==> src/include/fsk_consts.svh <==
// timing counts, tone frequencies and register offsets of the fsk control block
`ifndef FSK_CONSTS_SVH
`define FSK_CONSTS_SVH

// clock and timer tick
`define FSK_CLK_NS 100
`define FSK_TICK_US 100
`define FSK_TICK_CYC ((`FSK_TICK_US * 1000) / `FSK_CLK_NS)

// send grant delays in microseconds, mid of the window
`define FSK_GRANT_V21_00_US 400000
`define FSK_GRANT_V21_01_US 30000
`define FSK_GRANT_V21_10_US 350000
`define FSK_GRANT_NA_US 200000
// carrier on qualification, mid of each window
`define FSK_CDON_V21_00_US 310000
`define FSK_CDON_V21_01_US 12500
`define FSK_CDON_V21_10_US 160000
`define FSK_CDON_NA_US 110000
// carrier off qualification, mid of each window
`define FSK_CDOFF_V21_0X_US 45000
`define FSK_CDOFF_V21_10_US 25000
`define FSK_CDOFF_NA_US 30000
// transmitter soft turn-off
`define FSK_SOFTOFF_US 10000
`define FSK_TICKS(us) (16'((us) / `FSK_TICK_US))

// tones in hertz
`define FSK_V21_ORG_MARK 12'h3D4
`define FSK_V21_ORG_SPACE 12'h49C
`define FSK_V21_ANS_MARK 12'h672
`define FSK_V21_ANS_SPACE 12'h73A
`define FSK_NA_ORG_MARK 12'h4F6
`define FSK_NA_ORG_SPACE 12'h42E
`define FSK_NA_ANS_MARK 12'h8B1
`define FSK_NA_ANS_SPACE 12'h7E9

// register map
`define FSK_CTRL_OFS 8'h00
`define FSK_STATUS_OFS 8'h04
`define FSK_CTRL_VARIANT_BIT 0
`define FSK_CTRL_RESET 1'b0
`define FSK_RESP_OKAY 2'h0
`define FSK_RESP_SLVERR 2'h2

`endif

==> src/include/fsk_pkg.sv <==
// types shared by the fsk control block
package fsk_pkg;

  typedef enum {FSK_CTS_IDLE, FSK_CTS_WAIT, FSK_CTS_ON} fsk_cts_st_t;

  typedef enum logic [1:0] {FSK_DLY_GRANT, FSK_DLY_CDON, FSK_DLY_CDOFF} fsk_dly_t;

  // pin inputs, all from outside the clock domain
  typedef struct packed {
    logic rts_n;
    logic sel_low;
    logic sel_high;
    logic cd_fast_n;
    logic cd_ext_n;
    logic grant_ext_n;
    logic originate;
    logic txd;
    logic rxd;
  } fsk_pins_t;

endpackage : fsk_pkg

==> src/rtl/fsk_modem_ctl.sv <==
// send grant, carrier qualification and tone selection for a 300 bps fsk modem
//
// The AXI4-Lite interface to the registers and the register offsets are this design's own decisions.
`timescale 1ns/1ns
`include "fsk_consts.svh"

module fsk_modem_ctl #(
  parameter int TICK_CYC = `FSK_TICK_CYC
) (
  input wire logic aclk,
  input wire logic aresetn,
  input wire logic request_to_send_in_n,
  input wire logic delay_select_low,
  input wire logic delay_select_high,
  input wire logic carrier_detect_fast_n,
  input wire logic send_grant_ext_n,
  input wire logic answer_originate,
  input wire logic transmit_data_in,
  input wire logic demod_data_in,
  input wire logic carrier_detect_qualified_in_n,
  output logic carrier_detect_qualified_out_n,
  output logic carrier_detect_qualified_oe,
  output logic clear_to_send_n,
  output logic received_data,
  output logic transmit_active,
  output logic [11:0] tone_freq_hz,
  input wire logic [7:0] s_axi_awaddr,
  input wire logic s_axi_awvalid,
  output logic s_axi_awready,
  input wire logic [31:0] s_axi_wdata,
  input wire logic [3:0] s_axi_wstrb,
  input wire logic s_axi_wvalid,
  output logic s_axi_wready,
  output logic [1:0] s_axi_bresp,
  output logic s_axi_bvalid,
  input wire logic s_axi_bready,
  input wire logic [7:0] s_axi_araddr,
  input wire logic s_axi_arvalid,
  output logic s_axi_arready,
  output logic [31:0] s_axi_rdata,
  output logic [1:0] s_axi_rresp,
  output logic s_axi_rvalid,
  input wire logic s_axi_rready
);

  // built-in delay for one kind of timer; reserved codes fall back to 00
  function automatic logic [15:0] delay_ticks(input fsk_pkg::fsk_dly_t kind,
                                              input logic na, input logic [1:0] sel);
    logic [15:0] t;
    t = 16'h0000;
    case (kind)
      fsk_pkg::FSK_DLY_GRANT: begin
        if (na) t = `FSK_TICKS(`FSK_GRANT_NA_US);
        else if (sel == 2'h1) t = `FSK_TICKS(`FSK_GRANT_V21_01_US);
        else if (sel == 2'h2) t = `FSK_TICKS(`FSK_GRANT_V21_10_US);
        else t = `FSK_TICKS(`FSK_GRANT_V21_00_US);
      end
      fsk_pkg::FSK_DLY_CDON: begin
        if (na) t = `FSK_TICKS(`FSK_CDON_NA_US);
        else if (sel == 2'h1) t = `FSK_TICKS(`FSK_CDON_V21_01_US);
        else if (sel == 2'h2) t = `FSK_TICKS(`FSK_CDON_V21_10_US);
        else t = `FSK_TICKS(`FSK_CDON_V21_00_US);
      end
      default: begin
        if (na) t = `FSK_TICKS(`FSK_CDOFF_NA_US);
        else if (sel == 2'h2) t = `FSK_TICKS(`FSK_CDOFF_V21_10_US);
        else t = `FSK_TICKS(`FSK_CDOFF_V21_0X_US);
      end
    endcase
    return t;
  endfunction : delay_ticks

  // tone for variant, mode and data bit
  function automatic logic [11:0] tone_of(input logic na, input logic org, input logic mark);
    logic [11:0] f;
    f = 12'h000;
    case ({na, org, mark})
      3'b011: f = `FSK_V21_ORG_MARK;
      3'b010: f = `FSK_V21_ORG_SPACE;
      3'b001: f = `FSK_V21_ANS_MARK;
      3'b000: f = `FSK_V21_ANS_SPACE;
      3'b111: f = `FSK_NA_ORG_MARK;
      3'b110: f = `FSK_NA_ORG_SPACE;
      3'b101: f = `FSK_NA_ANS_MARK;
      default: f = `FSK_NA_ANS_SPACE;
    endcase
    return f;
  endfunction : tone_of

  fsk_pkg::fsk_pins_t pin_raw;
  fsk_pkg::fsk_pins_t pin_meta_ff;
  fsk_pkg::fsk_pins_t pin_ff;
  fsk_pkg::fsk_cts_st_t cts_st_ff;
  logic [15:0] tick_cnt_ff;
  logic tick;
  logic [15:0] grant_cnt_ff;
  logic [15:0] softoff_cnt_ff;
  logic [15:0] cd_cnt_ff;
  logic cd_on_ff;
  logic variant_na_ff;
  logic ext_mode;
  logic [1:0] sel;
  logic [15:0] grant_target;
  logic [15:0] cdon_target;
  logic [15:0] cdoff_target;
  logic grant_done;

  assign pin_raw = '{rts_n: request_to_send_in_n, sel_low: delay_select_low,
                     sel_high: delay_select_high, cd_fast_n: carrier_detect_fast_n,
                     cd_ext_n: carrier_detect_qualified_in_n, grant_ext_n: send_grant_ext_n,
                     originate: answer_originate, txd: transmit_data_in,
                     rxd: demod_data_in};

  // two-stage synchroniser; the first stage feeds only the second
  always_ff @(posedge aclk) begin
    pin_meta_ff <= pin_raw;
    pin_ff <= pin_meta_ff;
  end

  assign sel = {pin_ff.sel_high, pin_ff.sel_low};
  assign ext_mode = pin_ff.sel_high & pin_ff.sel_low;
  assign grant_target = delay_ticks(fsk_pkg::FSK_DLY_GRANT, variant_na_ff, sel);
  assign cdon_target = delay_ticks(fsk_pkg::FSK_DLY_CDON, variant_na_ff, sel);
  assign cdoff_target = delay_ticks(fsk_pkg::FSK_DLY_CDOFF, variant_na_ff, sel);

  // shared timer tick; one divider keeps every delay a fixed terminal count
  always_ff @(posedge aclk) begin
    if (!aresetn || tick) tick_cnt_ff <= 16'h0000;
    else tick_cnt_ff <= tick_cnt_ff + 16'h0001;
  end
  assign tick = (tick_cnt_ff == 16'(TICK_CYC - 1));

  // outside timer wins in external mode, else the built-in count
  assign grant_done = ext_mode ? !pin_ff.grant_ext_n : (grant_cnt_ff >= grant_target);

  // send grant sequencing
  always_ff @(posedge aclk) begin
    if (!aresetn) begin
      cts_st_ff <= fsk_pkg::FSK_CTS_IDLE;
      grant_cnt_ff <= 16'h0000;
    end else if (pin_ff.rts_n) begin
      cts_st_ff <= fsk_pkg::FSK_CTS_IDLE;
      grant_cnt_ff <= 16'h0000;
    end else begin
      case (cts_st_ff)
        fsk_pkg::FSK_CTS_IDLE: begin
          cts_st_ff <= fsk_pkg::FSK_CTS_WAIT;
          grant_cnt_ff <= 16'h0000;
        end
        fsk_pkg::FSK_CTS_WAIT: begin
          if (grant_done) cts_st_ff <= fsk_pkg::FSK_CTS_ON;
          else if (tick) grant_cnt_ff <= grant_cnt_ff + 16'h0001;
        end
        fsk_pkg::FSK_CTS_ON: cts_st_ff <= fsk_pkg::FSK_CTS_ON;
        default: cts_st_ff <= fsk_pkg::FSK_CTS_IDLE;
      endcase
    end
  end
  assign clear_to_send_n = (cts_st_ff != fsk_pkg::FSK_CTS_ON);

  // soft turn-off keeps the carrier fading after request release; reset parks the count
  // at its end, so no fade follows power-up without a request ever made
  always_ff @(posedge aclk) begin
    if (!aresetn) softoff_cnt_ff <= `FSK_TICKS(`FSK_SOFTOFF_US);
    else if (!pin_ff.rts_n) softoff_cnt_ff <= 16'h0000;
    else if (transmit_active && tick) softoff_cnt_ff <= softoff_cnt_ff + 16'h0001;
  end
  assign transmit_active = aresetn &&
                           (!pin_ff.rts_n || softoff_cnt_ff < `FSK_TICKS(`FSK_SOFTOFF_US));

  // carrier qualification: outside external mode the fast detector must hold for the whole delay; external mode copies the outside timer pin
  always_ff @(posedge aclk) begin
    if (!aresetn) begin
      cd_on_ff <= 1'b0;
      cd_cnt_ff <= 16'h0000;
    end else if (ext_mode) begin
      cd_on_ff <= !pin_ff.cd_ext_n;
      cd_cnt_ff <= 16'h0000;
    end else if (cd_on_ff == !pin_ff.cd_fast_n) begin
      cd_cnt_ff <= 16'h0000; // glitch restarts the count
    end else if (!cd_on_ff && cd_cnt_ff >= cdon_target) begin
      cd_on_ff <= 1'b1;
      cd_cnt_ff <= 16'h0000;
    end else if (cd_on_ff && cd_cnt_ff >= cdoff_target) begin
      cd_on_ff <= 1'b0;
      cd_cnt_ff <= 16'h0000;
    end else if (tick) begin
      cd_cnt_ff <= cd_cnt_ff + 16'h0001;
    end
  end
  assign carrier_detect_qualified_oe = !ext_mode;
  assign carrier_detect_qualified_out_n = !cd_on_ff;
  assign received_data = cd_on_ff ? pin_ff.rxd : 1'b1;

  // tone register; high mode pin means originate
  always_ff @(posedge aclk) begin
    if (!aresetn) tone_freq_hz <= `FSK_V21_ANS_MARK;
    else tone_freq_hz <= tone_of(variant_na_ff, pin_ff.originate, pin_ff.txd);
  end

  // axi4-lite write: address and data taken together, one write at a time
  logic wr_take;
  logic wr_hit;
  assign s_axi_awready = s_axi_awvalid && s_axi_wvalid && !s_axi_bvalid;
  assign s_axi_wready = s_axi_awready;
  assign wr_take = s_axi_awready;
  assign wr_hit = (s_axi_awaddr == `FSK_CTRL_OFS) || (s_axi_awaddr == `FSK_STATUS_OFS);

  always_ff @(posedge aclk) begin
    if (!aresetn) begin
      variant_na_ff <= `FSK_CTRL_RESET;
      s_axi_bvalid <= 1'b0;
      s_axi_bresp <= `FSK_RESP_OKAY;
    end else begin
      if (wr_take && s_axi_awaddr == `FSK_CTRL_OFS && s_axi_wstrb[0])
        variant_na_ff <= s_axi_wdata[`FSK_CTRL_VARIANT_BIT];
      if (wr_take) begin
        s_axi_bvalid <= 1'b1;
        s_axi_bresp <= wr_hit ? `FSK_RESP_OKAY : `FSK_RESP_SLVERR;
      end else if (s_axi_bready) begin
        s_axi_bvalid <= 1'b0;
      end
    end
  end

  // axi4-lite read; status is sampled at the address handshake
  assign s_axi_arready = !s_axi_rvalid;
  always_ff @(posedge aclk) begin
    if (!aresetn) begin
      s_axi_rvalid <= 1'b0;
      s_axi_rdata <= 32'h00000000;
      s_axi_rresp <= `FSK_RESP_OKAY;
    end else if (s_axi_arvalid && s_axi_arready) begin
      s_axi_rvalid <= 1'b1;
      s_axi_rresp <= `FSK_RESP_OKAY;
      if (s_axi_araddr == `FSK_CTRL_OFS) s_axi_rdata <= {31'h00000000, variant_na_ff};
      else if (s_axi_araddr == `FSK_STATUS_OFS)
        s_axi_rdata <= {15'h0000, tone_freq_hz, ext_mode, transmit_active, cd_on_ff,
                        !clear_to_send_n, received_data};
      else begin
        s_axi_rdata <= 32'h00000000;
        s_axi_rresp <= `FSK_RESP_SLVERR;
      end
    end else if (s_axi_rready) begin
      s_axi_rvalid <= 1'b0;
    end
  end
endmodule : fsk_modem_ctl

==> config.mk <==
export PLATFORM = sky130hd
export DESIGN_NAME = fsk_modem_ctl
export DESIGN_NICKNAME = d
export VERILOG_FILES = /design/src/include/fsk_pkg.sv /design/src/rtl/fsk_modem_ctl.sv
export VERILOG_INCLUDE_DIRS = /design/src /design/src/include
export SDC_FILE = /design/constraint.sdc
export NUM_CORES = 1
export LEC_CHECK = 0
export BUFFER_PORTS_ARGS = -buffer_cell sky130_fd_sc_hd__buf_2
export CORE_ASPECT_RATIO = 1.75
export CORE_UTILIZATION = 27
export CTS_CLUSTER_DIAMETER = 80
export DETAILED_ROUTE_END_ITERATION = 6
export SETUP_SLACK_MARGIN = 0.15
export SLEW_MARGIN = 20
export SYNTH_ARGS = -nofsm -noshare
export SYNTH_HDL_FRONTEND = slang
export SYNTH_SLANG_ARGS = --single-unit
==> constraint.sdc <==
create_clock -name aclk -period 2.8 [get_ports aclk]
set_input_delay 0.56 -clock aclk [delete_from_list [all_inputs] [get_ports aclk]]
set_output_delay 0.56 -clock aclk [all_outputs]
set_load 0.01 [all_outputs]
# Word level (Yosys, flattened, before mapping)

Index checks and enable logic that the tools add are counted.

Bits in latches: 0
Memories: 0
Bits in read-only memories: 0
Word-level logic and storage cells: 128
Register bits after elaboration: 166
Bits of input ports: 68
Bits in writable memories: 0

Add/sub/neg operators: 4
Magnitude comparators: 4
Mux-type cells: 31
Multipliers: 0
Reduce and logical (&&, ||, !) cells: 35
Eq/ne operators: 20
Div/mod/pow operators: 0
Bitwise operators: 2
Shifts and indexed selects: 0

Operator list:

| cell                                                 | count |
|---|---|
| one-hot mux 32 bit (3 select lines)                  | 1 |
| one-hot mux 12 bit (7 select lines)                  | 1 |
| adder 16 x 1 -> 16 bit (second input constant)       | 4 |
| two-way mux 12 bit                                   | 5 |
| >= comparator 16 bit                                 | 3 |
| two-way mux 17 bit                                   | 2 |
| == test 32 x 1 -> 1 bit (second input constant)      | 1 |
| == test 32 x 2 -> 1 bit (second input constant)      | 1 |
| logical NOT 32 bit                                   | 1 |
| two-way mux 16 bit                                   | 2 |
| two-way mux 32 bit                                   | 1 |
| != test 32 x 3 -> 1 bit (second input constant)      | 1 |
| one-hot mux 16 bit (2 select lines)                  | 1 |
| two-way mux 9 bit                                    | 2 |
| == test 16 x 10 -> 1 bit (second input constant)     | 1 |
| == test 8 x 3 -> 1 bit (second input constant)       | 2 |
| logical NOT 8 bit                                    | 2 |
| < comparator 16 x 7 -> 1 bit (second input constant) | 1 |
| two-way mux 7 bit                                    | 2 |
| logical NOT 1 bit                                    | 10 |
| two-way mux 1 bit                                    | 10 |
| two-way mux 10 bit                                   | 1 |
| == test 3 bit (second input constant)                | 3 |
| logical AND 1 bit                                    | 9 |
| other kinds (18)                                     | 29 |

# Logic depth before layout (Yosys ltp)

Word-level depth: 9
Gate-level depth with buffers: 12
Mapped depth without buffers: 11

# Worst setup path after synthesis

OpenSTA, ideal clock, no wires.

Path kind: register to register
Start: reg variant_na_ff
End: reg grant_cnt_ff[7]
Required time: 2728 ps
Setup slack: 167 ps
Clock period less this slack: 2633 ps
Stages on the path, launching flop included: 11
Library setup time: 72 ps
Arrival time: 2561 ps
Cell sequence: dfxtp_1 clkbuf_1 or2_2 ha_1 a32o_1 nand2_1 a31oi_4 or2_2 clkbuf_4 nor4_1 mux2i_1

Longest elaborated chain between the ends: 5

Ends and longest elaborated chain:

| item                                 | line                 | RTL |
|---|---|---|
| start, declared                      | fsk_modem_ctl.sv:100 | `logic variant_na_ff;` |
| start signal, assigned               | fsk_modem_ctl.sv:211 | `` variant_na_ff <= `FSK_CTRL_RESET; `` |
| start signal, assigned               | fsk_modem_ctl.sv:216 | `` variant_na_ff <= s_axi_wdata[`FSK_CTRL_VARIANT_BIT]; `` |
| two-way mux 12 bit                   | fsk_modem_ctl.sv:53  | `` if (na) t = `FSK_TICKS(`FSK_GRANT_NA_US); `` |
| >= comparator 16 bit                 | fsk_modem_ctl.sv:134 | `assign grant_done = ext_mode ? !pin_ff.grant_ext_n : (grant_cnt_ff >= grant_target);` |
| two-way mux 1 bit                    | fsk_modem_ctl.sv:134 |  |
| != test 2 bit (no source line)       | n/a                  |  |
| AND reduction 3 bit (no source line) | n/a                  |  |
| end signal, assigned                 | fsk_modem_ctl.sv:152 | `else if (tick) grant_cnt_ff <= grant_cnt_ff + 16'h0001;` |
| end, declared                        | fsk_modem_ctl.sv:96  | `logic [15:0] grant_cnt_ff;` |

Every way passes these cells.
A chain may end at the register's enable or synchronous reset.

# Final worst setup path

Start: reg grant_cnt_ff[3]
End: reg grant_cnt_ff[15]

Longest elaborated chain between the ends: 4

Ends and longest elaborated chain:

| item                                                                              | line |
|---|---|
| adder 16 x 1 -> 16 bit / >= comparator 16 bit (equally long branches)             | fsk_modem_ctl.sv:152, fsk_modem_ctl.sv:134 |
| two-way mux 16 bit / two-way mux 1 bit (equally long branches)                    | fsk_modem_ctl.sv:152, fsk_modem_ctl.sv:134 |
| two-way mux 16 bit / != test 2 bit (equally long branches)                        | n/a |
| one-hot mux 16 bit (2 select lines) / AND reduction 3 bit (equally long branches) | n/a |

Several ways; a longest one is shown, not always the timed one. The select of a mux whose other input is x is not followed.

==> impl_summary.txt <==
----------------------------------------------------
[Pwr]
  Combinational share of power ... 0.058
  Switching Fraction ... 0.250
  Pleak ... 0.00285 uW
  Worst-case vdd ir drop ... 0.424 mV
  Clock network power share ... 0.511
  Total internal power ... 3070 uW
  Switch Pwr ... 1020 uW
  Pwr per Cell Area ... 586 nW/um2
  Fraction of power consumed by sequential logic ... 0.431

[STA]
  Final Critical Period ... 2.54 ns
  Count of final hold-check violations ... 0
  Skew final ... 0.0104 ns
  Max Clk Rate ... 0.394 GHz
  Final count of pins violating max slew ... 0
  Share of the clock period used by the worst path ... 0.906
  Unrepaired setup endpoints after global routing ... yes
  Setup violation total in the final timing report ... 0
  Slew @ Worst Pin ... 0.717 ns
  Worst slew margin ... 0.518
  Final sum of negative setup slack ... 0 ns

[Setup path]
  Worst Reg2Reg Path Length in Cells ... 6
  Endpoint of the worst register-to-register path ... grant_cnt_ff[15]
  Gate family responsible for the most delay along the worst path ... simple AND/OR/NAND/NOR gates
  Bufs and invs on worst path ... 0
  Worst Path Arrival ... 2.84 ns
  Ordered list of cells on the worst path ... nand4_2 -> or3_1 -> or4_4 -> or4_4 -> mux2i_1 -> o21ai_1
  Worst stage delay on the critical path ... 0.56 ns
  Crit Reg-Reg Startpoint ... grant_cnt_ff[3]
  Max FO, Critical Path ... 8
  Critical Path RT ... 3.10 ns
  Worst setup SP type ... flop
  Max stage delay cell, worst path ... or4_4
  Register-to-Register Setup Slack ... 0.26 ns
  Class of the most critical setup path ... reg -> reg
  Critical Path End Type ... flop
  Cell repeated most along the worst path ... or4_4

[Layout]
  Area growth syn-to-layout ... 25.0%
  Non-filler cells in the finished layout ... 982
  Number of nets in the layout ... 826
  Diode insertion count for antenna repair ... 0
  Final standard cell area without fillers ... 6970 um2
  Fillers ... 2,058
  Share of post-route cells with drive strength above 1 ... 0.223

[Global route]
  First-pass GRT wire length ... 21.5 mm
  Initial antenna violation count ... 0
  Vias in the first global route ... 4,563
  Overall global routing resource usage ... 0.127
  Pin count of the biggest net entering global routing ... 40
  Remaining global-route overflow ... 0

[Detailed routing]
  Detail Route Antenna Nets ... 0
  Vias/cell ... 4.73
  WL per Instance ... 13.3 um
  Drt initial violations ... 312
  Vias ... 4,643
  DRC violation count after routing ... 0
  Total detailed-routing wirelength ... 13.0 mm
  First drt pass iteration count ... 4

[Floorplanning]
  Initial core utilization ... 0.275
  Die ar. ... 21,200 um2
  Number of placement rows ... 69
  Die X ... 111 um
  Die span in y ... 192 um
  Area of the core ... 20,300 um2
  I/O pin count ... 126

[CTS]
  # H-tree levels ... 4
  Worst-skew pair later-pin latency ... 0.42 ns
  Clock root buffer master ... clkbuf_16
  Post-CTS clock slew at the launch and capture registers of the worst setup and hold paths ... 0.06 ns
  Post-cts hold buffer count ... 0
  TritonCTS clock tree ... yes
  Number of buffers added by the clock tree synthesis step ... 17
  Maximum root-to-sink buffer count ... 2
  TritonCTS sink count ... 119

[Place]
  Quantity of I/O buffers inserted on ports ... 74
  Half-perimeter wire length after detailed placement ... 9.83 mm
  Placed inst area ... 6290 um2
  Routability-driven placement congestion ratio ... 0.822
  Total instance count after detailed placement ... 949

[Min path]
  Hold path startpoint ... delay_select_low
  Worst Hold Depth ... 1
  Hold WC Path Type ... in -> reg
  Terminating pin of the worst hold path ... pin_meta_ff[7]

[Logic synthesis]
  Cell types with the highest counts after synthesis ... dfxtp_1, nor2_1, nand2_1
  Cell type with the highest aggregate area in the netlist ... dfxtp_1
  Yosys cell types ... 63
  Post-synth EDFFs ... 0
  Post-synth ARST share ... 0
  Most used flip-flop cell after synthesis ... dfxtp_1
  Ys Warns ... 0
  Most numerous cell in the Yosys netlist ... dfxtp_1
  Area share of the largest cell type after synthesis ... 0.427
  Number of synthesized register bits ... 119
  Post-synthesis sequential area ratio ... 0.427
  Leading post-synthesis cells by cell area ... dfxtp_1, ha_1, nor2_1, nand2_1, xor2_1
  Gate Count Post-Synth ... 621
  Synthesized cell area ... 5570 um2
  Average footprint of a synthesized cell ... 8.97 um2

[Status]
  Result of the run ... complete, no violations

[Run]
  Max-capacitance violation count ... 0

----------------------------------------------------
-- worst reg2reg max path, stage by stage (launching register included) --
cell     delay (ns)
dfxtp_1        0.50
nand4_2        0.17
or3_1          0.46
or4_4          0.47
or4_4          0.56
mux2i_1        0.17
o21ai_1        0.09
-- logic make-up after synthesis --
| logic type | synth area share |
|---|---|
| DFF | 0.427 |
| muxes | 0.0126 |
| AOI/OAI and AO/OA | 0.137 |
| buffers and inverters | 0.0608 |
| other | 0.000673 |
| xor gates and xnor gates | 0.0519 |
| and+or+nand+nor | 0.226 |
| adders and majority gates | 0.0831 |
-- state kept, by name, indices dropped and copies added, names as in the netlist, 2 cells and up --
register	count
cts_st_ff	2
pin_meta_ff	9
grant_cnt_ff	16
s_axi_rdata	17
softoff_cnt_ff	16
pin_ff	9
tick_cnt_ff	16
cd_cnt_ff	16
tone_freq_hz	12
-- repair_timing --
item,in CTS,in global routing
setup endpoints to repair,20,31
setup buffers,0,1
resized for setup,5,17
pin swaps,0,8
-- final cells by class --
cell class                      count  area (um2)  share of cell area
Multi-Input combinational cell    450        3020               0.433
Sequential cell                   119        2380               0.342
Timing Repair Buffer               98         551              0.0790
Clock buffer                       17         425              0.0611
Tap cell                          248         310              0.0445
Clock inverter                     15         145              0.0208
Inverter                           35         131              0.0189
-- stage by stage --
stage	hold slack (ns)	utilization	setup slack, ns	power (uW)
after floorplan	0.310	-	0.167	1950
after global placement	0.311	0.310	0.128	2020
after detailed placement	0.312	0.310	0.0695	2030
after CTS	0.224	0.340	0.141	4140
after global routing	0.228	0.343	0.121	4250
final	0.243	0.343	0.262	4090
-- worst max-delay path by stage --
stage / cells after the start / slack, ns / to / from
after global placement: 9 / 0.13 / cd_cnt_ff[1] / variant_na_ff
after detailed placement: 11 / 0.07 / grant_cnt_ff[9] / pin_ff[6]
final: 6 / 0.26 / grant_cnt_ff[15] / grant_cnt_ff[3]
after floorplan: 10 / 0.17 / grant_cnt_ff[7] / variant_na_ff
after CTS: 11 / 0.14 / grant_cnt_ff[9] / pin_ff[6]
after global routing: 11 / 0.12 / cd_cnt_ff[9] / pin_ff[6]
-- power groups by stage --
stage                     registers (uW)  logic [uW]  clock network (uW)
after floorplan                     1790         163                   0
after detailed placement            1800         229                   0
after global placement              1800         227                   0
after CTS                           1760         232                2150
after global routing                1770         265                2210
final                               1760         236                2090
-- routing by layer --
layer | up-vias | track usage | part of all wire
met3 | 18 | 0.0293 | 0.031
met4 | 0 | 0.0708 | 0.023
met2 | 97 | 0.243 | 0.55
met1 | 2190 | 0.125 | 0.40
li1 | 2338 | - | -
met5 | - | 0 | 0
-- placed cells by master, fill, tap and decap left out, types with 4 or more instances in the layout --
| cell | Yosys | routed |
|---|---|---|
| o211ai_1 | 9 | 9 |
| a22oi_1 | 16 | 16 |
| a21oi_1 | 13 | 12 |
| xor2_1 | 18 | 18 |
| and3_1 | 20 | 20 |
| nand4_1 | 8 | 8 |
| nand3_1 | 30 | 30 |
| clkbuf_16 | 0 | 17 |
| nand2_1 | 43 | 42 |
| o21a_1 | 4 | 4 |
| and2_1 | 5 | 5 |
| nand2b_1 | 7 | 7 |
| o21ai_0 | 22 | 21 |
| a31oi_1 | 4 | 4 |
| nor3_1 | 7 | 7 |
| buf_2 | 1 | 74 |
| inv_1 | 34 | 34 |
| nor4_1 | 14 | 10 |
| nor2_1 | 69 | 68 |
| xnor2_1 | 15 | 15 |
| clkinv_4 | 0 | 4 |
| ha_1 | 37 | 36 |
| buf_4 | 18 | 24 |
| mux2i_1 | 7 | 7 |
| nor2b_1 | 24 | 24 |
| inv_6 | 0 | 6 |
| conb_1 | 1 | 20 |
| dfxtp_1 | 119 | 117 |
(Power assumes the default switching activity.)
